--- src/rtl/esp_pkg.sv ---
// shared constants and types of the enclosure status panel
package esp_pkg;
	// ---------------------------------------------
	// timing, all derived from the 4 ns clock
	// ---------------------------------------------
	localparam int CLK_NS = 4;
	localparam int MS_NS = 1000000;
	localparam int MS_CYC = MS_NS / CLK_NS; // cycles per millisecond tick
	localparam int FLASH_HALF_MS = 250;
	localparam int TIMEOUT_MS = 60000; // one minute back to home display
	localparam int REMIND_MS = 30000;
	localparam int HOLD_MS = 1000;
	// horn on/off times per class, 16 bits each: [3] unrecoverable .. [0] information
	localparam logic [63:0] PAT_ON_MS = {16'h00C8, 16'h01F4, 16'h03E8, 16'h0064};
	localparam logic [63:0] PAT_OFF_MS = {16'h00C8, 16'h01F4, 16'h03E8, 16'h0F3C};
	// ---------------------------------------------
	// register map
	// ---------------------------------------------
	localparam int ADDR_W = 4;
	localparam logic [3:0] ADDR_CTRL = 4'h0;
	localparam logic [3:0] ADDR_STAT = 4'h4;
	localparam logic [1:0] RESP_OKAY = 2'h0;
	localparam logic [1:0] RESP_SLVERR = 2'h2;
	localparam logic [1:0] CTRL_RST = 2'h0;
	localparam int CTRL_LOCATE = 0;
	localparam int CTRL_REMIND = 1;
	localparam logic ALARM_EN_RST = 1'b1;
	// ---------------------------------------------
	// display sublevels and character codes
	// ---------------------------------------------
	localparam logic [1:0] SUB_HOME = 2'h1;
	localparam logic [1:0] SUB_MAX_RG = 2'h2;
	localparam logic [1:0] SUB_MAX = 2'h1;
	localparam logic [4:0] CH_A = 5'h0A;
	localparam logic [4:0] CH_E = 5'h0E;
	localparam logic [4:0] CH_F = 5'h0F;
	localparam logic [4:0] CH_N = 5'h10;
	localparam logic [4:0] CH_L = 5'h11;
	localparam logic [4:0] CH_I = 5'h12;
	localparam logic [4:0] CH_R = 5'h13;
	localparam logic [4:0] CH_G = 5'h14;
	localparam logic [4:0] CH_U = 5'h15;
	localparam logic [4:0] CH_O = 5'h16;
	localparam logic [4:0] CH_BLANK = 5'h1F;
	// ---------------------------------------------
	// types
	// ---------------------------------------------
	typedef enum logic [2:0] {
		GRP_EN = 3'b000,
		GRP_LI = 3'b001,
		GRP_RG = 3'b010,
		GRP_AU = 3'b011,
		GRP_ER = 3'b100
	} esp_group_t;
	typedef struct packed {
		logic monitor;
		logic power;
		logic fault;
	} esp_lamps_t;
	typedef struct packed {
		logic upper;
		logic lower;
	} esp_btn_lamps_t;
	typedef struct packed {
		logic [6:0] left;
		logic [6:0] right;
	} esp_disp_t;
endpackage

--- src/rtl/esp_button.sv ---
// pushbutton synchroniser with press, click and hold detection
`timescale 1ns/10ps
`default_nettype none
module esp_button #(
	parameter int HOLD_TICKS = esp_pkg::HOLD_MS
)(
	input wire logic aclk,
	input wire logic aresetn,
	input wire logic pin,
	input wire logic ms_tick,
	output logic press,
	output logic click,
	output logic hold
);
	import esp_pkg::*;
	logic sync1, sync2, last, held;
	logic [15:0] hold_ms;
	wire logic rise = sync2 && !last;
	wire logic fall = !sync2 && last;
	wire logic hold_hit = sync2 && !held && ms_tick && hold_ms == 16'(HOLD_TICKS - 1);
	// pin is asynchronous: two flops before anything reads it
	always_ff @(posedge aclk)
	begin
		if (!aresetn)
		begin
			sync1 <= 1'b0;
			sync2 <= 1'b0;
			last <= 1'b0;
		end
		else
		begin
			sync1 <= pin;
			sync2 <= sync1;
			last <= sync2;
		end
	end
	// hold timer, restarts on every release
	always_ff @(posedge aclk)
	begin
		if (!aresetn || !sync2)
		begin
			hold_ms <= 16'h0000;
			held <= 1'b0;
		end
		else if (hold_hit)
			held <= 1'b1;
		else if (ms_tick && !held)
			hold_ms <= hold_ms + 16'h0001;
	end
	// one-cycle events; a long hold never also counts as a click
	always_ff @(posedge aclk)
	begin
		if (!aresetn)
		begin
			press <= 1'b0;
			click <= 1'b0;
			hold <= 1'b0;
		end
		else
		begin
			press <= rise;
			click <= fall && !held;
			hold <= hold_hit;
		end
	end
endmodule // esp_button
`default_nettype wire

--- src/rtl/esp_panel.sv ---
// front-panel lamps, display, pushbuttons and horn with an AXI4-Lite register port
`timescale 1ns/10ps
`default_nettype none
// What this block does
// - locate active flashes all three lamps, overriding everything else.
// - healthy: monitor lamp flashes, power on, fault off.
// - enclosure fault: monitor flashes, power and fault on, error code shown.
// - power just applied: monitor flashes, power and fault off.
// - monitor failed: monitor lamp steady, power on, fault off.
// - lower rail bad: all status lamps off.
// - lower button click steps groups: number, loop, reporting, alarm, error.
// - upper button click steps sublevels within the current group.
// - default display is the enclosure number in decimal.
// - loop group shows bay one loop identifier in hex.
// - reporting group number shown as two decimal digit pairs.
// - alarm group offers enabled and disabled sublevel codes.
// - error group is reachable only while an error exists.
// - display flashes on editable or report items, steady otherwise.
// - upper button lamp lit until the newest error has been viewed.
// - lower button lamp lit exactly when alarm muted or disabled.
// - any error sounds the horn unless muted or disabled.
// - disabled alarm never sounds; display continues unaffected.
// - a new condition clears mute and sounds the horn again.
// - horn pattern follows the most severe active error class.
// - remind mode plays the pattern once about every thirty seconds.
// - holding lower button while errors exist toggles mute.
// - display returns home one minute after last press unless errors.
module esp_panel #(
	parameter int MS_TICK_CYC = esp_pkg::MS_CYC,
	parameter int FLASH_TICKS = esp_pkg::FLASH_HALF_MS,
	parameter int TIMEOUT_TICKS = esp_pkg::TIMEOUT_MS,
	parameter int REMIND_TICKS = esp_pkg::REMIND_MS,
	parameter int HOLD_TICKS = esp_pkg::HOLD_MS,
	parameter logic [63:0] PAT_ON = esp_pkg::PAT_ON_MS,
	parameter logic [63:0] PAT_OFF = esp_pkg::PAT_OFF_MS
)(
	input wire logic aclk,
	input wire logic aresetn,
	input wire logic [esp_pkg::ADDR_W-1:0] awaddr,
	input wire logic awvalid,
	output logic awready,
	input wire logic [31:0] wdata,
	input wire logic [3:0] wstrb,
	input wire logic wvalid,
	output logic wready,
	output logic [1:0] bresp,
	output logic bvalid,
	input wire logic bready,
	input wire logic [esp_pkg::ADDR_W-1:0] araddr,
	input wire logic arvalid,
	output logic arready,
	output logic [31:0] rdata,
	output logic [1:0] rresp,
	output logic rvalid,
	input wire logic rready,
	input wire logic btn_upper_pin,
	input wire logic btn_lower_pin,
	input wire logic rail5_ok,
	input wire logic rail12_ok,
	input wire logic encl_fault,
	input wire logic monitor_fail,
	input wire logic monitor_lamp_level,
	input wire logic power_settling,
	input wire logic [3:0] err_active,
	input wire logic err_new,
	input wire logic [4:0] encl_number,
	input wire logic [6:0] loop_id,
	input wire logic [11:0] report_group,
	output var esp_pkg::esp_lamps_t status_lamps,
	output var esp_pkg::esp_btn_lamps_t btn_lamps,
	output var esp_pkg::esp_disp_t segs,
	output logic horn
);
	import esp_pkg::*;

	// ---------------------------------------------
	// helpers
	// ---------------------------------------------
	function automatic logic [6:0] seg7(input logic [4:0] c);
		case (c)
			5'h00: seg7 = 7'h3F;
			5'h01: seg7 = 7'h06;
			5'h02: seg7 = 7'h5B;
			5'h03: seg7 = 7'h4F;
			5'h04: seg7 = 7'h66;
			5'h05: seg7 = 7'h6D;
			5'h06: seg7 = 7'h7D;
			5'h07: seg7 = 7'h07;
			5'h08: seg7 = 7'h7F;
			5'h09: seg7 = 7'h6F;
			CH_A: seg7 = 7'h77;
			5'h0B: seg7 = 7'h7C;
			5'h0C: seg7 = 7'h39;
			5'h0D: seg7 = 7'h5E;
			CH_E: seg7 = 7'h79;
			CH_F: seg7 = 7'h71;
			CH_N: seg7 = 7'h54;
			CH_L: seg7 = 7'h38;
			CH_I: seg7 = 7'h10;
			CH_R: seg7 = 7'h50;
			CH_G: seg7 = 7'h3D;
			CH_U: seg7 = 7'h1C;
			CH_O: seg7 = 7'h5C;
			default: seg7 = 7'h00;
		endcase
	endfunction

	// two decimal digits as character codes, tens first
	function automatic logic [9:0] dec2(input logic [6:0] v);
		logic [6:0] t;
		logic [6:0] o;
		t = v / 7'd10;
		o = v % 7'd10;
		dec2 = {1'b0, t[3:0], 1'b0, o[3:0]};
	endfunction

	// group order; error group only while an error is present
	function automatic esp_group_t next_grp(input esp_group_t g, input logic e);
		case (g)
			GRP_EN: next_grp = GRP_LI;
			GRP_LI: next_grp = GRP_RG;
			GRP_RG: next_grp = GRP_AU;
			GRP_AU: next_grp = e ? GRP_ER : GRP_EN;
			default: next_grp = GRP_EN;
		endcase
	endfunction

	// ---------------------------------------------
	// millisecond tick and flash phase
	// ---------------------------------------------
	logic [19:0] div_cnt;
	logic [15:0] flash_ms;
	logic flash_phase;
	wire logic ms_tick = div_cnt == 20'(MS_TICK_CYC - 1);
	wire logic flash_wrap = ms_tick && flash_ms == 16'(FLASH_TICKS - 1);
	// one divider feeds lamps and display so they blink together
	always_ff @(posedge aclk)
	begin
		if (!aresetn || ms_tick)
			div_cnt <= 20'h00000;
		else
			div_cnt <= div_cnt + 20'h00001;
	end
	always_ff @(posedge aclk)
	begin
		if (!aresetn || flash_wrap)
			flash_ms <= 16'h0000;
		else if (ms_tick)
			flash_ms <= flash_ms + 16'h0001;
	end
	always_ff @(posedge aclk)
	begin
		if (!aresetn)
			flash_phase <= 1'b0;
		else if (flash_wrap)
			flash_phase <= !flash_phase;
	end

	// ---------------------------------------------
	// pushbuttons
	// ---------------------------------------------
	logic up_press, up_click, lo_press, lo_click, lo_hold;
	esp_button #(.HOLD_TICKS(HOLD_TICKS)) u_btn_upper (
		.aclk(aclk),
		.aresetn(aresetn),
		.pin(btn_upper_pin),
		.ms_tick(ms_tick),
		.press(up_press),
		.click(up_click),
		.hold()
	);
	esp_button #(.HOLD_TICKS(HOLD_TICKS)) u_btn_lower (
		.aclk(aclk),
		.aresetn(aresetn),
		.pin(btn_lower_pin),
		.ms_tick(ms_tick),
		.press(lo_press),
		.click(lo_click),
		.hold(lo_hold)
	);

	// ---------------------------------------------
	// display navigation and alarm state
	// ---------------------------------------------
	esp_group_t group;
	logic [1:0] sub;
	logic au_pending, alarm_en, muted, unviewed;
	logic [1:0] ctrl;
	logic [19:0] idle_ms;
	wire logic any_err = (|err_active) || encl_fault;
	wire logic au_edit = group == GRP_AU && sub != 2'h0;
	wire logic [1:0] sub_max = group == GRP_RG ? SUB_MAX_RG : SUB_MAX;
	wire logic [1:0] next_sub = sub == sub_max ? 2'h0 : sub + 2'h1;
	wire logic timeout_hit = ms_tick && idle_ms == 20'(TIMEOUT_TICKS - 1);
	wire logic go_home = (timeout_hit || group == GRP_ER) && !any_err;
	// idle timer since the last press of either button
	always_ff @(posedge aclk)
	begin
		if (!aresetn || up_press || lo_press)
			idle_ms <= 20'h00000;
		else if (ms_tick && idle_ms != 20'(TIMEOUT_TICKS))
			idle_ms <= idle_ms + 20'h00001;
	end
	// group and sublevel selection, alarm enable edit
	always_ff @(posedge aclk)
	begin
		if (!aresetn)
		begin
			group <= GRP_EN;
			sub <= SUB_HOME;
			au_pending <= ALARM_EN_RST;
			alarm_en <= ALARM_EN_RST;
		end
		else if (err_new)
		begin
			group <= GRP_ER;
			sub <= 2'h0;
		end
		else if (go_home)
		begin
			group <= GRP_EN;
			sub <= SUB_HOME;
		end
		else if (lo_click && au_edit)
		begin
			alarm_en <= au_pending;
			sub <= 2'h0;
		end
		else if (lo_click)
		begin
			group <= next_grp(group, any_err);
			sub <= 2'h0;
		end
		else if (up_click && au_edit)
			au_pending <= !au_pending;
		else if (up_click)
		begin
			sub <= next_sub;
			au_pending <= alarm_en;
		end
	end
	// mute: hold toggles, any new condition cancels it
	always_ff @(posedge aclk)
	begin
		if (!aresetn || err_new)
			muted <= 1'b0;
		else if (lo_hold && muted)
			muted <= 1'b0;
		else if (lo_hold && any_err && alarm_en)
			muted <= 1'b1;
	end
	// unviewed error; a new error wins over viewing in the same cycle
	always_ff @(posedge aclk)
	begin
		if (!aresetn)
			unviewed <= 1'b0;
		else if (err_new)
			unviewed <= 1'b1;
		else if (group == GRP_ER && sub != 2'h0)
			unviewed <= 1'b0;
	end

	// ---------------------------------------------
	// horn pattern and remind
	// ---------------------------------------------
	logic [16:0] pat_ms;
	logic [15:0] rem_ms;
	logic rem_play;
	wire logic [1:0] sev = err_active[3] ? 2'h3 : err_active[2] ? 2'h2 :
		err_active[1] ? 2'h1 : 2'h0;
	wire logic [15:0] on_ms = PAT_ON[{sev, 4'h0} +: 16];
	wire logic [15:0] off_ms = PAT_OFF[{sev, 4'h0} +: 16];
	wire logic [16:0] pat_len = {1'b0, on_ms} + {1'b0, off_ms};
	wire logic pat_end = ms_tick && pat_ms >= pat_len - 17'h00001;
	wire logic pat_on = pat_ms < {1'b0, on_ms};
	wire logic rem_wrap = ms_tick && rem_ms == 16'(REMIND_TICKS - 1);
	wire logic remind = ctrl[CTRL_REMIND];
	wire logic next_horn = any_err && alarm_en && !muted && pat_on &&
		(!remind || rem_play);
	always_ff @(posedge aclk)
	begin
		if (!aresetn || err_new || (rem_wrap && remind) || pat_end)
			pat_ms <= 17'h00000;
		else if (ms_tick)
			pat_ms <= pat_ms + 17'h00001;
	end
	always_ff @(posedge aclk)
	begin
		if (!aresetn || rem_wrap)
			rem_ms <= 16'h0000;
		else if (ms_tick)
			rem_ms <= rem_ms + 16'h0001;
	end
	// one pattern per remind period; the restart wins over the end
	always_ff @(posedge aclk)
	begin
		if (!aresetn)
			rem_play <= 1'b0;
		else if (rem_wrap)
			rem_play <= 1'b1;
		else if (pat_end)
			rem_play <= 1'b0;
	end

	// ---------------------------------------------
	// lamps and display contents
	// ---------------------------------------------
	esp_lamps_t next_lamps;
	logic [9:0] chars;
	wire logic fp = flash_phase;
	wire logic [6:0] rg_hi = 7'(report_group / 12'd100);
	wire logic [6:0] rg_lo = 7'(report_group % 12'd100);
	wire logic disp_flash = sub != 2'h0 && group != GRP_EN;
	wire logic seg_on = !disp_flash || fp;
	// status lamp priority: locate, rail, monitor, power-up, fault
	always_comb
	begin
		if (ctrl[CTRL_LOCATE])
			next_lamps = {fp, fp, fp};
		else if (!rail5_ok)
			next_lamps = 3'b000;
		else if (monitor_fail)
			next_lamps = {monitor_lamp_level, 2'b10};
		else if (power_settling)
			next_lamps = {fp, 2'b00};
		else if (any_err || !rail12_ok)
			next_lamps = {fp, 2'b11};
		else
			next_lamps = {fp, 2'b10};
	end
	// two character codes for the current group and sublevel
	always_comb
	begin
		chars = {CH_BLANK, CH_BLANK};
		case (group)
			GRP_EN: chars = sub == 2'h0 ? {CH_E, CH_N} : dec2({2'b00, encl_number});
			GRP_LI: chars = sub == 2'h0 ? {CH_L, CH_I} :
				{2'b00, loop_id[6:4], 1'b0, loop_id[3:0]};
			GRP_RG: chars = sub == 2'h0 ? {CH_R, CH_G} :
				sub == 2'h1 ? dec2(rg_hi) : dec2(rg_lo);
			GRP_AU: chars = sub == 2'h0 ? {CH_A, CH_U} :
				au_pending ? {CH_O, CH_N} : {CH_O, CH_F};
			GRP_ER: chars = sub == 2'h0 ? {CH_E, CH_R} : {5'h00, 3'b000, sev};
			default: chars = {CH_BLANK, CH_BLANK};
		endcase
	end
	// registered pin outputs
	always_ff @(posedge aclk)
	begin
		if (!aresetn)
		begin
			status_lamps <= 3'b000;
			btn_lamps <= 2'b00;
			segs <= 14'h0000;
			horn <= 1'b0;
		end
		else
		begin
			status_lamps <= next_lamps;
			btn_lamps <= {unviewed, muted || !alarm_en};
			segs <= seg_on ? {seg7(chars[9:5]), seg7(chars[4:0])} : 14'h0000;
			horn <= next_horn;
		end
	end

	// ---------------------------------------------
	// AXI4-Lite slave
	// ---------------------------------------------
	logic aw_got, w_got, w_lane0;
	logic [ADDR_W-1:0] aw_addr;
	logic [1:0] w_bits;
	wire logic wr_fire = aw_got && w_got && !bvalid;
	wire logic wr_ctrl = aw_addr == ADDR_CTRL;
	wire logic wr_ok = wr_ctrl || aw_addr == ADDR_STAT;
	wire logic rd_ctrl = araddr == ADDR_CTRL;
	wire logic rd_stat = araddr == ADDR_STAT;
	wire logic [31:0] stat_word = {16'h0000, 3'b000, status_lamps, unviewed, horn,
		muted, alarm_en, remind, sub, group};
	wire logic [31:0] rd_word = rd_ctrl ? {30'h0, ctrl} :
		rd_stat ? stat_word : 32'h00000000;
	assign awready = !aw_got && !bvalid;
	assign wready = !w_got && !bvalid;
	assign arready = !rvalid;
	// address and data are taken independently, then answered together
	always_ff @(posedge aclk)
	begin
		if (!aresetn || wr_fire)
		begin
			aw_got <= 1'b0;
			w_got <= 1'b0;
		end
		else
		begin
			aw_got <= aw_got || (awvalid && awready);
			w_got <= w_got || (wvalid && wready);
		end
	end
	always_ff @(posedge aclk)
	begin
		if (awvalid && awready)
			aw_addr <= awaddr;
		if (wvalid && wready)
		begin
			w_bits <= wdata[1:0];
			w_lane0 <= wstrb[0];
		end
	end
	// control register; status word is read-only
	always_ff @(posedge aclk)
	begin
		if (!aresetn)
			ctrl <= CTRL_RST;
		else if (wr_fire && wr_ctrl && w_lane0)
			ctrl <= w_bits;
	end
	always_ff @(posedge aclk)
	begin
		if (!aresetn)
		begin
			bvalid <= 1'b0;
			bresp <= RESP_OKAY;
		end
		else if (wr_fire)
		begin
			bvalid <= 1'b1;
			bresp <= wr_ok ? RESP_OKAY : RESP_SLVERR;
		end
		else if (bready)
			bvalid <= 1'b0;
	end
	always_ff @(posedge aclk)
	begin
		if (!aresetn)
		begin
			rvalid <= 1'b0;
			rdata <= 32'h00000000;
			rresp <= RESP_OKAY;
		end
		else if (arvalid && arready)
		begin
			rvalid <= 1'b1;
			rdata <= rd_word;
			rresp <= rd_ctrl || rd_stat ? RESP_OKAY : RESP_SLVERR;
		end
		else if (rready)
			rvalid <= 1'b0;
	end
endmodule // esp_panel
`default_nettype wire

--- config.mk ---
export PLATFORM = sky130hd
export DESIGN_NAME = esp_panel
export DESIGN_NICKNAME = d
export VERILOG_FILES = /design/src/rtl/esp_pkg.sv /design/src/rtl/esp_button.sv /design/src/rtl/esp_panel.sv
export SDC_FILE = /design/constraint.sdc
export NUM_CORES = 1
export LEC_CHECK = 0
export BUFFER_PORTS_ARGS = -buffer_cell sky130_fd_sc_hd__buf_2
export CORE_UTILIZATION = 35
export CTS_CLUSTER_DIAMETER = 40
export CTS_CLUSTER_SIZE = 20
export DETAILED_ROUTE_END_ITERATION = 16
export SLEW_MARGIN = 30
export SYNTH_ARGS = -nofsm -noshare
export SYNTH_HDL_FRONTEND = slang
export SYNTH_SLANG_ARGS = --single-unit
--- constraint.sdc ---
create_clock -name aclk -period 8.9 [get_ports aclk]
set_clock_uncertainty 0.05 [all_clocks]
set_input_delay 0.89 -clock aclk [delete_from_list [all_inputs] [get_ports aclk]]
set_output_delay 0.89 -clock aclk [all_outputs]
set_load 0.03 [all_outputs]
**Word-level counts from Yosys, hierarchy flattened**

Memory sizes are Yosys's and may differ from the RTL's. A register that Yosys moved wholly into a read port is not among the register bits.
Cells that the tools add are included.

- Add/sub/neg operators: 10
- Divide/modulo/power cells: 8
- $lt $le $gt $ge: 2
- Eq/ne operators: 17
- Shifts and indexed selects: 2
- Multiplexer cells: 44
- Bitwise operators: 8
- Reductions and logical operators: 110

Operators with widths:

| cell | number |
|---|---|
| $shiftx 64x7->16 const A | 2 |
| $add 16x1->16 const B | 4 |
| $pmux 10 s5 | 1 |
| $logic_and 1x1->1 | 42 |
| $add 20x1->20 const B | 2 |
| $eq 16x10->1 const B | 2 |
| $mux 10 | 3 |
| $mux 9 | 3 |
| $mux 13 | 2 |
| $mux 3 | 8 |
| $logic_not 1->1 | 21 |
| $logic_or 1x1->1 | 21 |
| $eq 20x16->1 const B | 1 |
| $eq 20x18->1 const B | 1 |
| $ne 20x16->1 const B | 1 |
| $mux 1 | 18 |
| $add 16x16->17 | 1 |
| $add 17x1->17 const B | 1 |
| $ge 17x17->1 | 1 |
| $lt 17x16->1 | 1 |
| $sub 17x1->17 const B | 1 |
| $eq 16x15->1 const B | 1 |
| $eq 16x8->1 const B | 1 |
| $div 7x4->7 const B | 2 |
| 31 further kinds | 60 |

- Register bits after elaboration: 200
- Bits in read-only memories: 448
- Output and inout bits: 61
- Logic and storage cells: 250
- Memories kept: 2

Memory list:

| name | words | bits a word | rd ports | clocked after Yosys merged registers in | wr ports | RTL line | RTL |
|---|---|---|---|---|---|---|---|
| (no name shown) | 32 | 7 | 1 | 1 | 0 | esp_panel.sv:80 | `case (c)` |
| (no name shown) | 32 | 7 | 1 | 1 | 0 | esp_panel.sv:80 |  |

**Logic depth before layout (Yosys ltp)**

Gate-level depths: netlist of run 1.

- Depth in word-level cells: 10
- Gate-level depth with buffers: 32
- Mapped depth without buffers: 26

**Cells and area by module**

A second synthesis of run 1 with hierarchy kept.

- Cells, all modules: 1476
- Area total of the unflattened synthesis: 11991.5 µm²

Modules (own cells, without submodules):

| module | instances | cells an instance | area an instance (µm²) | seq. area each (µm²) |
|---|---|---|---|---|
| esp_panel | 1 | 1238 | 9869.5 | 3032.9 |
| esp_button | 2 | 119 | 1061.0 | 460.4 |

**Least setup slack after synthesis of run 1**

No wires, ideal clock.

- Kind: input-to-reg
- Start: input report_group[10]
- End: register segs[6] (netlist name)
- Library setup time: 124 ps
- Data arrival time: 6423 ps
- Data required time: 8726 ps
- Setup slack: 2303 ps
- Stages: 29
- Path buffers: 5
- Path through: buf_2 > buf_2 > buf_4 > nand3b_1 > o221ai_1 > a211o_1 > o21ai_2 > a21oi_1 > a21oi_2 > o21ai_2 > o41ai_4 > or2_1 > buf_4 > mux2_2 > o21ai_1 > buf_2 > nor4_1 > a211oi_1 > and3_1 > ha_1 > inv_1 > a41o_1 > a211o_1 > a21oi_2 > nor3_2 > inv_1 > ha_1 > and3_1 > a2111o_1

- Longest elaborated chain between the ends: 5
- Elaborated cells between the ends (all ways): 7

RTL lines:

| element | RTL line | RTL |
|---|---|---|
| from (decl) | esp_panel.sv:68 | `input wire logic [11:0] report_group,` |
| $mod 12x7->12 / $div 12x7->12 (equally long branches) | esp_panel.sv:312, esp_panel.sv:311 |  |
| $mod 7x4->7 | esp_panel.sv:113 | `o = v % 7'd10;` |
| $mux 9 * | esp_panel.sv:340 | `sub == 2'h1 ? dec2(rg_hi) : dec2(rg_lo);` |
| $mux 10 * | esp_panel.sv:339 | `GRP_RG: chars = sub == 2'h0 ? {CH_R, CH_G} :` |
| $pmux 10 s5 * | esp_panel.sv:335 | `case (group)` |

Every way passes the cells marked *; elsewhere a longest branch is shown, timed or not.
A chain may end at the register's enable or synchronous reset.

**Final worst setup path of run 1**

- Start: input report_group[11]
- End: register segs[6] (netlist name)

- Longest elaborated chain between the ends: 5
- Elaborated cells between the ends (all ways): 7

RTL lines:

| element | RTL line |
|---|---|
| $mod 12x7->12 / $div 12x7->12 (equally long branches) | esp_panel.sv:312, esp_panel.sv:311 |
| $mod 7x4->7 | esp_panel.sv:113 |
| $mux 9 * | esp_panel.sv:340 |
| $mux 10 * | esp_panel.sv:339 |
| $pmux 10 s5 * | esp_panel.sv:335 |

Marks and branches as above.

==> results of run 1 <==
-- cells in the final DEF (no fill, tap or decap), types with 8 or more instances in the layout --
cell / Yosys / final
a22oi_1: 19 / 19
mux2i_1: 23 / 23
a31oi_1: 10 / 10
buf_2: 8 / 96
o31ai_1: 11 / 11
nand2b_1: 15 / 15
nor3_1: 39 / 39
conb_1: 1 / 22
a221o_1: 8 / 8
o21ai_1: 15 / 15
nor2b_1: 10 / 10
and2_1: 19 / 19
nand4_1: 30 / 30
xor2_1: 54 / 54
and3_1: 33 / 33
nor4b_1: 12 / 12
nand3_1: 47 / 47
xnor2_1: 41 / 41
nand2_1: 125 / 125
inv_1: 57 / 57
a211oi_1: 9 / 9
o21a_1: 9 / 9
a21oi_1: 76 / 76
ha_1: 51 / 51
nor4_1: 15 / 15
or3_1: 34 / 34
a21o_1: 11 / 11
clkbuf_16: 0 / 18
o21ai_0: 58 / 58
nor2_1: 213 / 213
o211ai_1: 15 / 15
dfxtp_1: 186 / 186
-- kinds of logic (layout without fill, tap and decap cells) --
family                     Yosys count  count (layout)  synth area share, %
adders and majority gates           51              51                 5.41
DFF                                193             193                 33.4
and+or+nand+nor                    625             625                 26.0
muxes                               34              34                 3.19
buffers and inverters              138             192                 5.46
xor gates and xnor gates            95              95                 7.05
AOI/OAI and AO/OA                  325             325                 19.5
other                                1              23               0.0318
-- power by group --
group	switching (mW)	leakage [nW]	internal, mW
Clock	0.385	0.299	0.421
Sequential	0.00983	1.57	0.887
Combinational	0.323	3.18	0.177
Total	0.718	5.05	1.49
-- state kept, by name, summed over array words and instances (netlist names), 4 cells and up --
name and count:
div_cnt 20, idle_ms 20, pat_ms 17, flash_ms 16
rem_ms 16, u_btn_lower.hold_ms 16, u_btn_upper.hold_ms 16, segs 14
rdata 13, aw_addr 4
-- stage by stage --
stage | cells | instance area [sq um] | utilization (%) | power (mW)
after CTS | 1977 | 13100 | 40.0 | 2.22
after global placement | 1945 | 12500 | 38.1 | 1.41
after floorplan | 1483 | 11900 | - | 1.32
after detailed placement | 1945 | 12500 | 38.1 | 1.41
after global routing | 1979 | 13100 | 40.0 | 2.32
final | 1980 | 13100 | 40.0 | 2.20
-- per-layer routing --
layer / part of all wire [%] / track usage, %
met1: 50 / 22.7
met5: 0 / 0
met2: 46 / 27.1
met3: 3.5 / 2.82
met4: 0.70 / 3.15
-- cell type report --
class	instances	area share, %
timing repair buffer	102	4.00
inverter	58	1.66
tap	442	4.21
multi-input combinational	1152	55.5
clock inverter	13	1.27
antenna	1	0.0190
sequential	193	29.9
clock buffer	19	3.45
-- worst max-delay path, stage by stage --
cell and delay (ps):
buf_2 280, nor4_4 420, o31a_1 320, a211oi_4 90
o21ai_2 400, a21oi_1 200, a21oi_2 440, o211a_4 290
mux2i_1 410, a21oi_1 110, mux2_2 290, o2111ai_2 440
a21oi_1 120, nand3b_1 250, and3_1 220, ha_1 260
inv_1 140, nor2_1 60, a311o_1 350, a211oi_1 170
nand3_1 160, o32ai_4 630, nand2_1 190, o2111a_1 190
a2111o_1 290
-- final timing paths --
check,end,cells after the start,start
worst max register to register,segs[6],17,sub[0]
worst min register to register,u_btn_upper.press,1,u_btn_upper.last
worst max-delay path,segs[6],25,report_group[11]
worst min-delay path,u_btn_upper.press,1,u_btn_upper.last
==> impl_metrics.env, run 1 <==
export IMPL_grt_pass1_wl_mm=46.3
export IMPL_leakage_nw=5.05
export IMPL_dp_hpwl_mm=20.2
export IMPL_finalSetupTns_ps=0
export IMPL_rsz0062_at_grt="no"
export IMPL_tightest_slew_ps=876
export IMPL_grt_usage_pct=16.5
export IMPL_yosysMostFrequentCell="nor2_1"
export IMPL_grt_pass1_vias=9497
export IMPL_cts_buffers=17
export IMPL_clock_latency_ps=440
export IMPL_vias=10340
export IMPL_arrival_ps=7640
export IMPL_coreArea_sq_um=32900
export IMPL_gp_congestion=0.897
export IMPL_antenna_found_initial=0
export IMPL_clk_path_buf_depth=2
export IMPL_seq_area_sq_um=3930
export IMPL_finalSetupViolCount=0
export IMPL_synth_top_area_share_pct=31.6
export IMPL_cts_tree="built"
export IMPL_syn_inst=1462
export IMPL_clk_pin_slew_worst_paths_ps=80
export IMPL_io_pins=149
export IMPL_ys_types=94
export IMPL_ctsHoldBuffers=0
export IMPL_via_per_inst=5.22
export IMPL_ant_nets=0
export IMPL_drt_pass1_iter_count=5
export IMPL_drive_gt1_share_pct=11.1
export IMPL_power_density_nw_per_um2=168
export IMPL_post_route_period_util_pct=82.6
export IMPL_hold_slack_ps=364
export IMPL_async_flop_share_pct=0
export IMPL_synth_flop_cell="dfxtp_1"
export IMPL_dieArea_sq_um=34400
export IMPL_max_freq_mhz=136
export IMPL_synth_seq_cells=193
export IMPL_slew_headroom_pct=41.5
export IMPL_ff2ff_setup_slack_ps=3700
export IMPL_cap_viol_max_count=0
export IMPL_fill_cells=3392
export IMPL_row_count=66
export IMPL_hp_class="reg2reg"
export IMPL_routedWlPerCell_microns=14.1
export IMPL_drc_errors=0
export IMPL_start_util_pct=35.9
export IMPL_synth_cell_area_sq_um=11800
export IMPL_clock_sinks=193
export IMPL_setup_ws_ps=1550
export IMPL_critPathMaxFanout=30
export IMPL_synth_top_area_cell="dfxtp_1"
export IMPL_netlist_top_cells_area="dfxtp_1 (32%), nor2_1 (6.8%), ha_1 (5.4%)"
export IMPL_synth_commonest_cells="nor2_1 (213), dfxtp_1 (186), nand2_1 (125)"
export IMPL_nets=1663
export IMPL_start_kind="input pin"
export IMPL_post_cts_repair_setup_buffers=0
export IMPL_port_buffers=94
export IMPL_drt_iter0_markers=579
export IMPL_path_class="in2reg"
export IMPL_cts_repair_resized=0
export IMPL_critPathRequiredTime_ps=9180
export IMPL_fin_crit_ps=7350
export IMPL_overflow=0
export IMPL_synth_area_per_cell_sq_um=8.07
export IMPL_synth_edf_count=7
export IMPL_finalHoldViolations=0
export IMPL_place_ws_ps=1150
export IMPL_multi_input_area_sq_um=7300
export IMPL_area_delta_synth_final_pct=11.5
export IMPL_crit_path_end_kind="flip-flop"
export IMPL_root_buffer="clkbuf_16"
export IMPL_status="completed"
export IMPL_grt_max_degree=33
export IMPL_ys_seq_area_share_pct=33.4
export IMPL_ir_worst_vdd_v=0.000154
export IMPL_die_h_microns=186
export IMPL_cts_max_level=4
export IMPL_maxSlewViolCount=0
export IMPL_die_x_microns=186
export IMPL_drt_total_wl_mm=28.0
export IMPL_yosysWarnings=0
Power figures use the tool's default switching activity.
==> inputs of run 2 (changes only) <==
==> constraint.sdc (replaced) <==
create_clock -name aclk -period 7.3 [get_ports aclk]
set_clock_uncertainty 0.05 [all_clocks]
set_input_delay 0.73 -clock aclk [delete_from_list [all_inputs] [get_ports aclk]]
set_output_delay 0.73 -clock aclk [all_outputs]
set_load 0.03 [all_outputs]
==> run 2 against run 1 <==
  * Clock power up 21%
  * Utilization up 0.50 points
  * Power up 24%
  * Critical endpoint unchanged
==> impl_metrics.env, run 2 (same netlist as run 1, synthesis figures left out) <==
export IMPL_post_route_period_util_pct=93.1
export IMPL_die_h_microns=186
export IMPL_ir_worst_vdd_v=0.000158
export IMPL_io_pins=149
export IMPL_tightest_slew_ps=923
export IMPL_coreArea_sq_um=32900
export IMPL_rsz0062_at_grt="no"
export IMPL_overflow=0
export IMPL_dp_cells=1966
export IMPL_critPathMaxFanout=30
export IMPL_finalHoldViolations=0
export IMPL_max_freq_mhz=147
export IMPL_start_util_pct=35.9
export IMPL_maxSlewViolCount=0
export IMPL_root_buffer="clkbuf_16"
export IMPL_reg_top3="div_cnt (20), idle_ms (20), pat_ms (17)"
export IMPL_power_density_nw_per_um2=204
export IMPL_top_layer_used="met4"
export IMPL_arrival_ps=7080
export IMPL_dieArea_sq_um=34400
export IMPL_routedWlPerCell_microns=14.1
export IMPL_clk_pin_slew_worst_paths_ps=80
export IMPL_final_cells=1999
export IMPL_grt_usage_pct=16.7
export IMPL_dr_wl_met3_mm=1.38
export IMPL_ctsHoldBuffers=0
export IMPL_drt_total_wl_mm=28.2
export IMPL_fin_crit_ps=6800
export IMPL_finalSetupViolCount=0
export IMPL_final_cell_mix="nor2_1 (213), dfxtp_1 (186), nand2_1 (125)"
export IMPL_dp_hpwl_mm=20.5
export IMPL_clock_latency_ps=450
export IMPL_drt_pass1_iter_count=6
export IMPL_wl_met1_mm=13.7
export IMPL_start_kind="input pin"
export IMPL_ant_nets=0
export IMPL_area_delta_synth_final_pct=12.9
export IMPL_critPathRequiredTime_ps=7580
export IMPL_nets=1683
export IMPL_antenna_cells=0
export IMPL_grt_pass1_wl_mm=47.0
export IMPL_post_cts_repair_setup_buffers=0
export IMPL_mostFrequentLayoutCell="nor2_1"
export IMPL_gp_congestion=0.896
export IMPL_port_buffers=94
export IMPL_cts_tree="built"
export IMPL_drt_iter0_markers=624
export IMPL_antenna_found_initial=0
export IMPL_clock_sinks=193
export IMPL_crit_path_end_kind="flip-flop"
export IMPL_drc_errors=0
export IMPL_cts_buffers=17
export IMPL_path_class="in2reg"
export IMPL_row_count=66
export IMPL_cap_viol_max_count=0
export IMPL_die_x_microns=186
export IMPL_leakage_nw=5.16
export IMPL_grt_pass1_vias=9744
export IMPL_hp_class="reg2reg"
export IMPL_finalSetupTns_ps=0
export IMPL_met2_length_mm=12.7
export IMPL_cts_repair_resized=0
export IMPL_cts_max_level=4
export IMPL_grt_max_degree=33
export IMPL_status="completed"
export IMPL_via_per_inst=5.27
export IMPL_clk_path_buf_depth=2
export IMPL_drive_gt1_share_pct=12.3
export IMPL_vias=10542
export IMPL_slew_headroom_pct=37.9
==> run 2: layout make-up <==
| class | instances | area (sq um) |
|---|---|---|
| inverters | 58 | 218 |
| clock inverters | 14 | 170 |
| repair buffers | 122 | 693 |
| clock buffers | 18 | 450 |
| flip-flops and latches | 193 | 3930 |
| fillers | 3369 | 19600 |
| well taps | 442 | 553 |
| multi-input cells | 1152 | 7300 |
==> run 2: report_power, final <==
| group | internal (mW) | switching, mW | leakage, nW | total (mW) |
|---|---|---|---|---|
| combinational | 0.245 | 0.406 | 3.28 | 0.651 |
| sequential | 1.08 | 0.0123 | 1.57 | 1.09 |
| clock | 0.489 | 0.488 | 0.304 | 0.977 |
| total | 1.82 | 0.907 | 5.16 | 2.72 |
==> run 2: final timing paths <==
kind	startpoint	to	slack (ps)	cells after the start
setup / recovery	report_group[11]	segs[6]	500	25
hold reg to reg	u_btn_lower.last	u_btn_lower.press	360	1
setup reg to reg	sub[1]	segs[6]	2410	17
hold / removal	u_btn_lower.last	u_btn_lower.press	360	1
==> run 2: critical path, cell delays in order <==
cell and delay (ps):
buf_2 430, nor2_1 180, o31ai_1 420, or3_4 220, nand4_1 170, and2_1 320
o21ai_1 260, nand2_1 210, o41ai_4 450, or2_1 310, o41ai_4 120, o31ai_4 490
nor4_1 140, a211oi_1 290, and3_1 210, ha_1 250, inv_1 110, a41o_1 220
a211o_1 270, a21oi_2 180, nor3_2 110, inv_1 130, ha_1 270, and3_1 160
a2111o_1 400
==> run 2: through the flow <==
stage                     setup WS, ps  cell area [sq um]  hold WS [ps]  total power, mW  utilization (%)
after floorplan                    863              11900           334             1.60                -
after global placement             205              12700           345             1.76             38.6
after detailed placement           195              12700           344             1.76             38.6
after CTS                          644              13300           357             2.74             40.5
after global routing              60.6              13300           381             2.86             40.5
final                              501              13300           361             2.72             40.5
==> run 2: routing by layer <==
layer,up-vias,GRT usage [%]
li1,5347,-
met1,4921,22.4
met2,240,27.4
met3,34,2.86
met4,0,4.82
met5,-,0
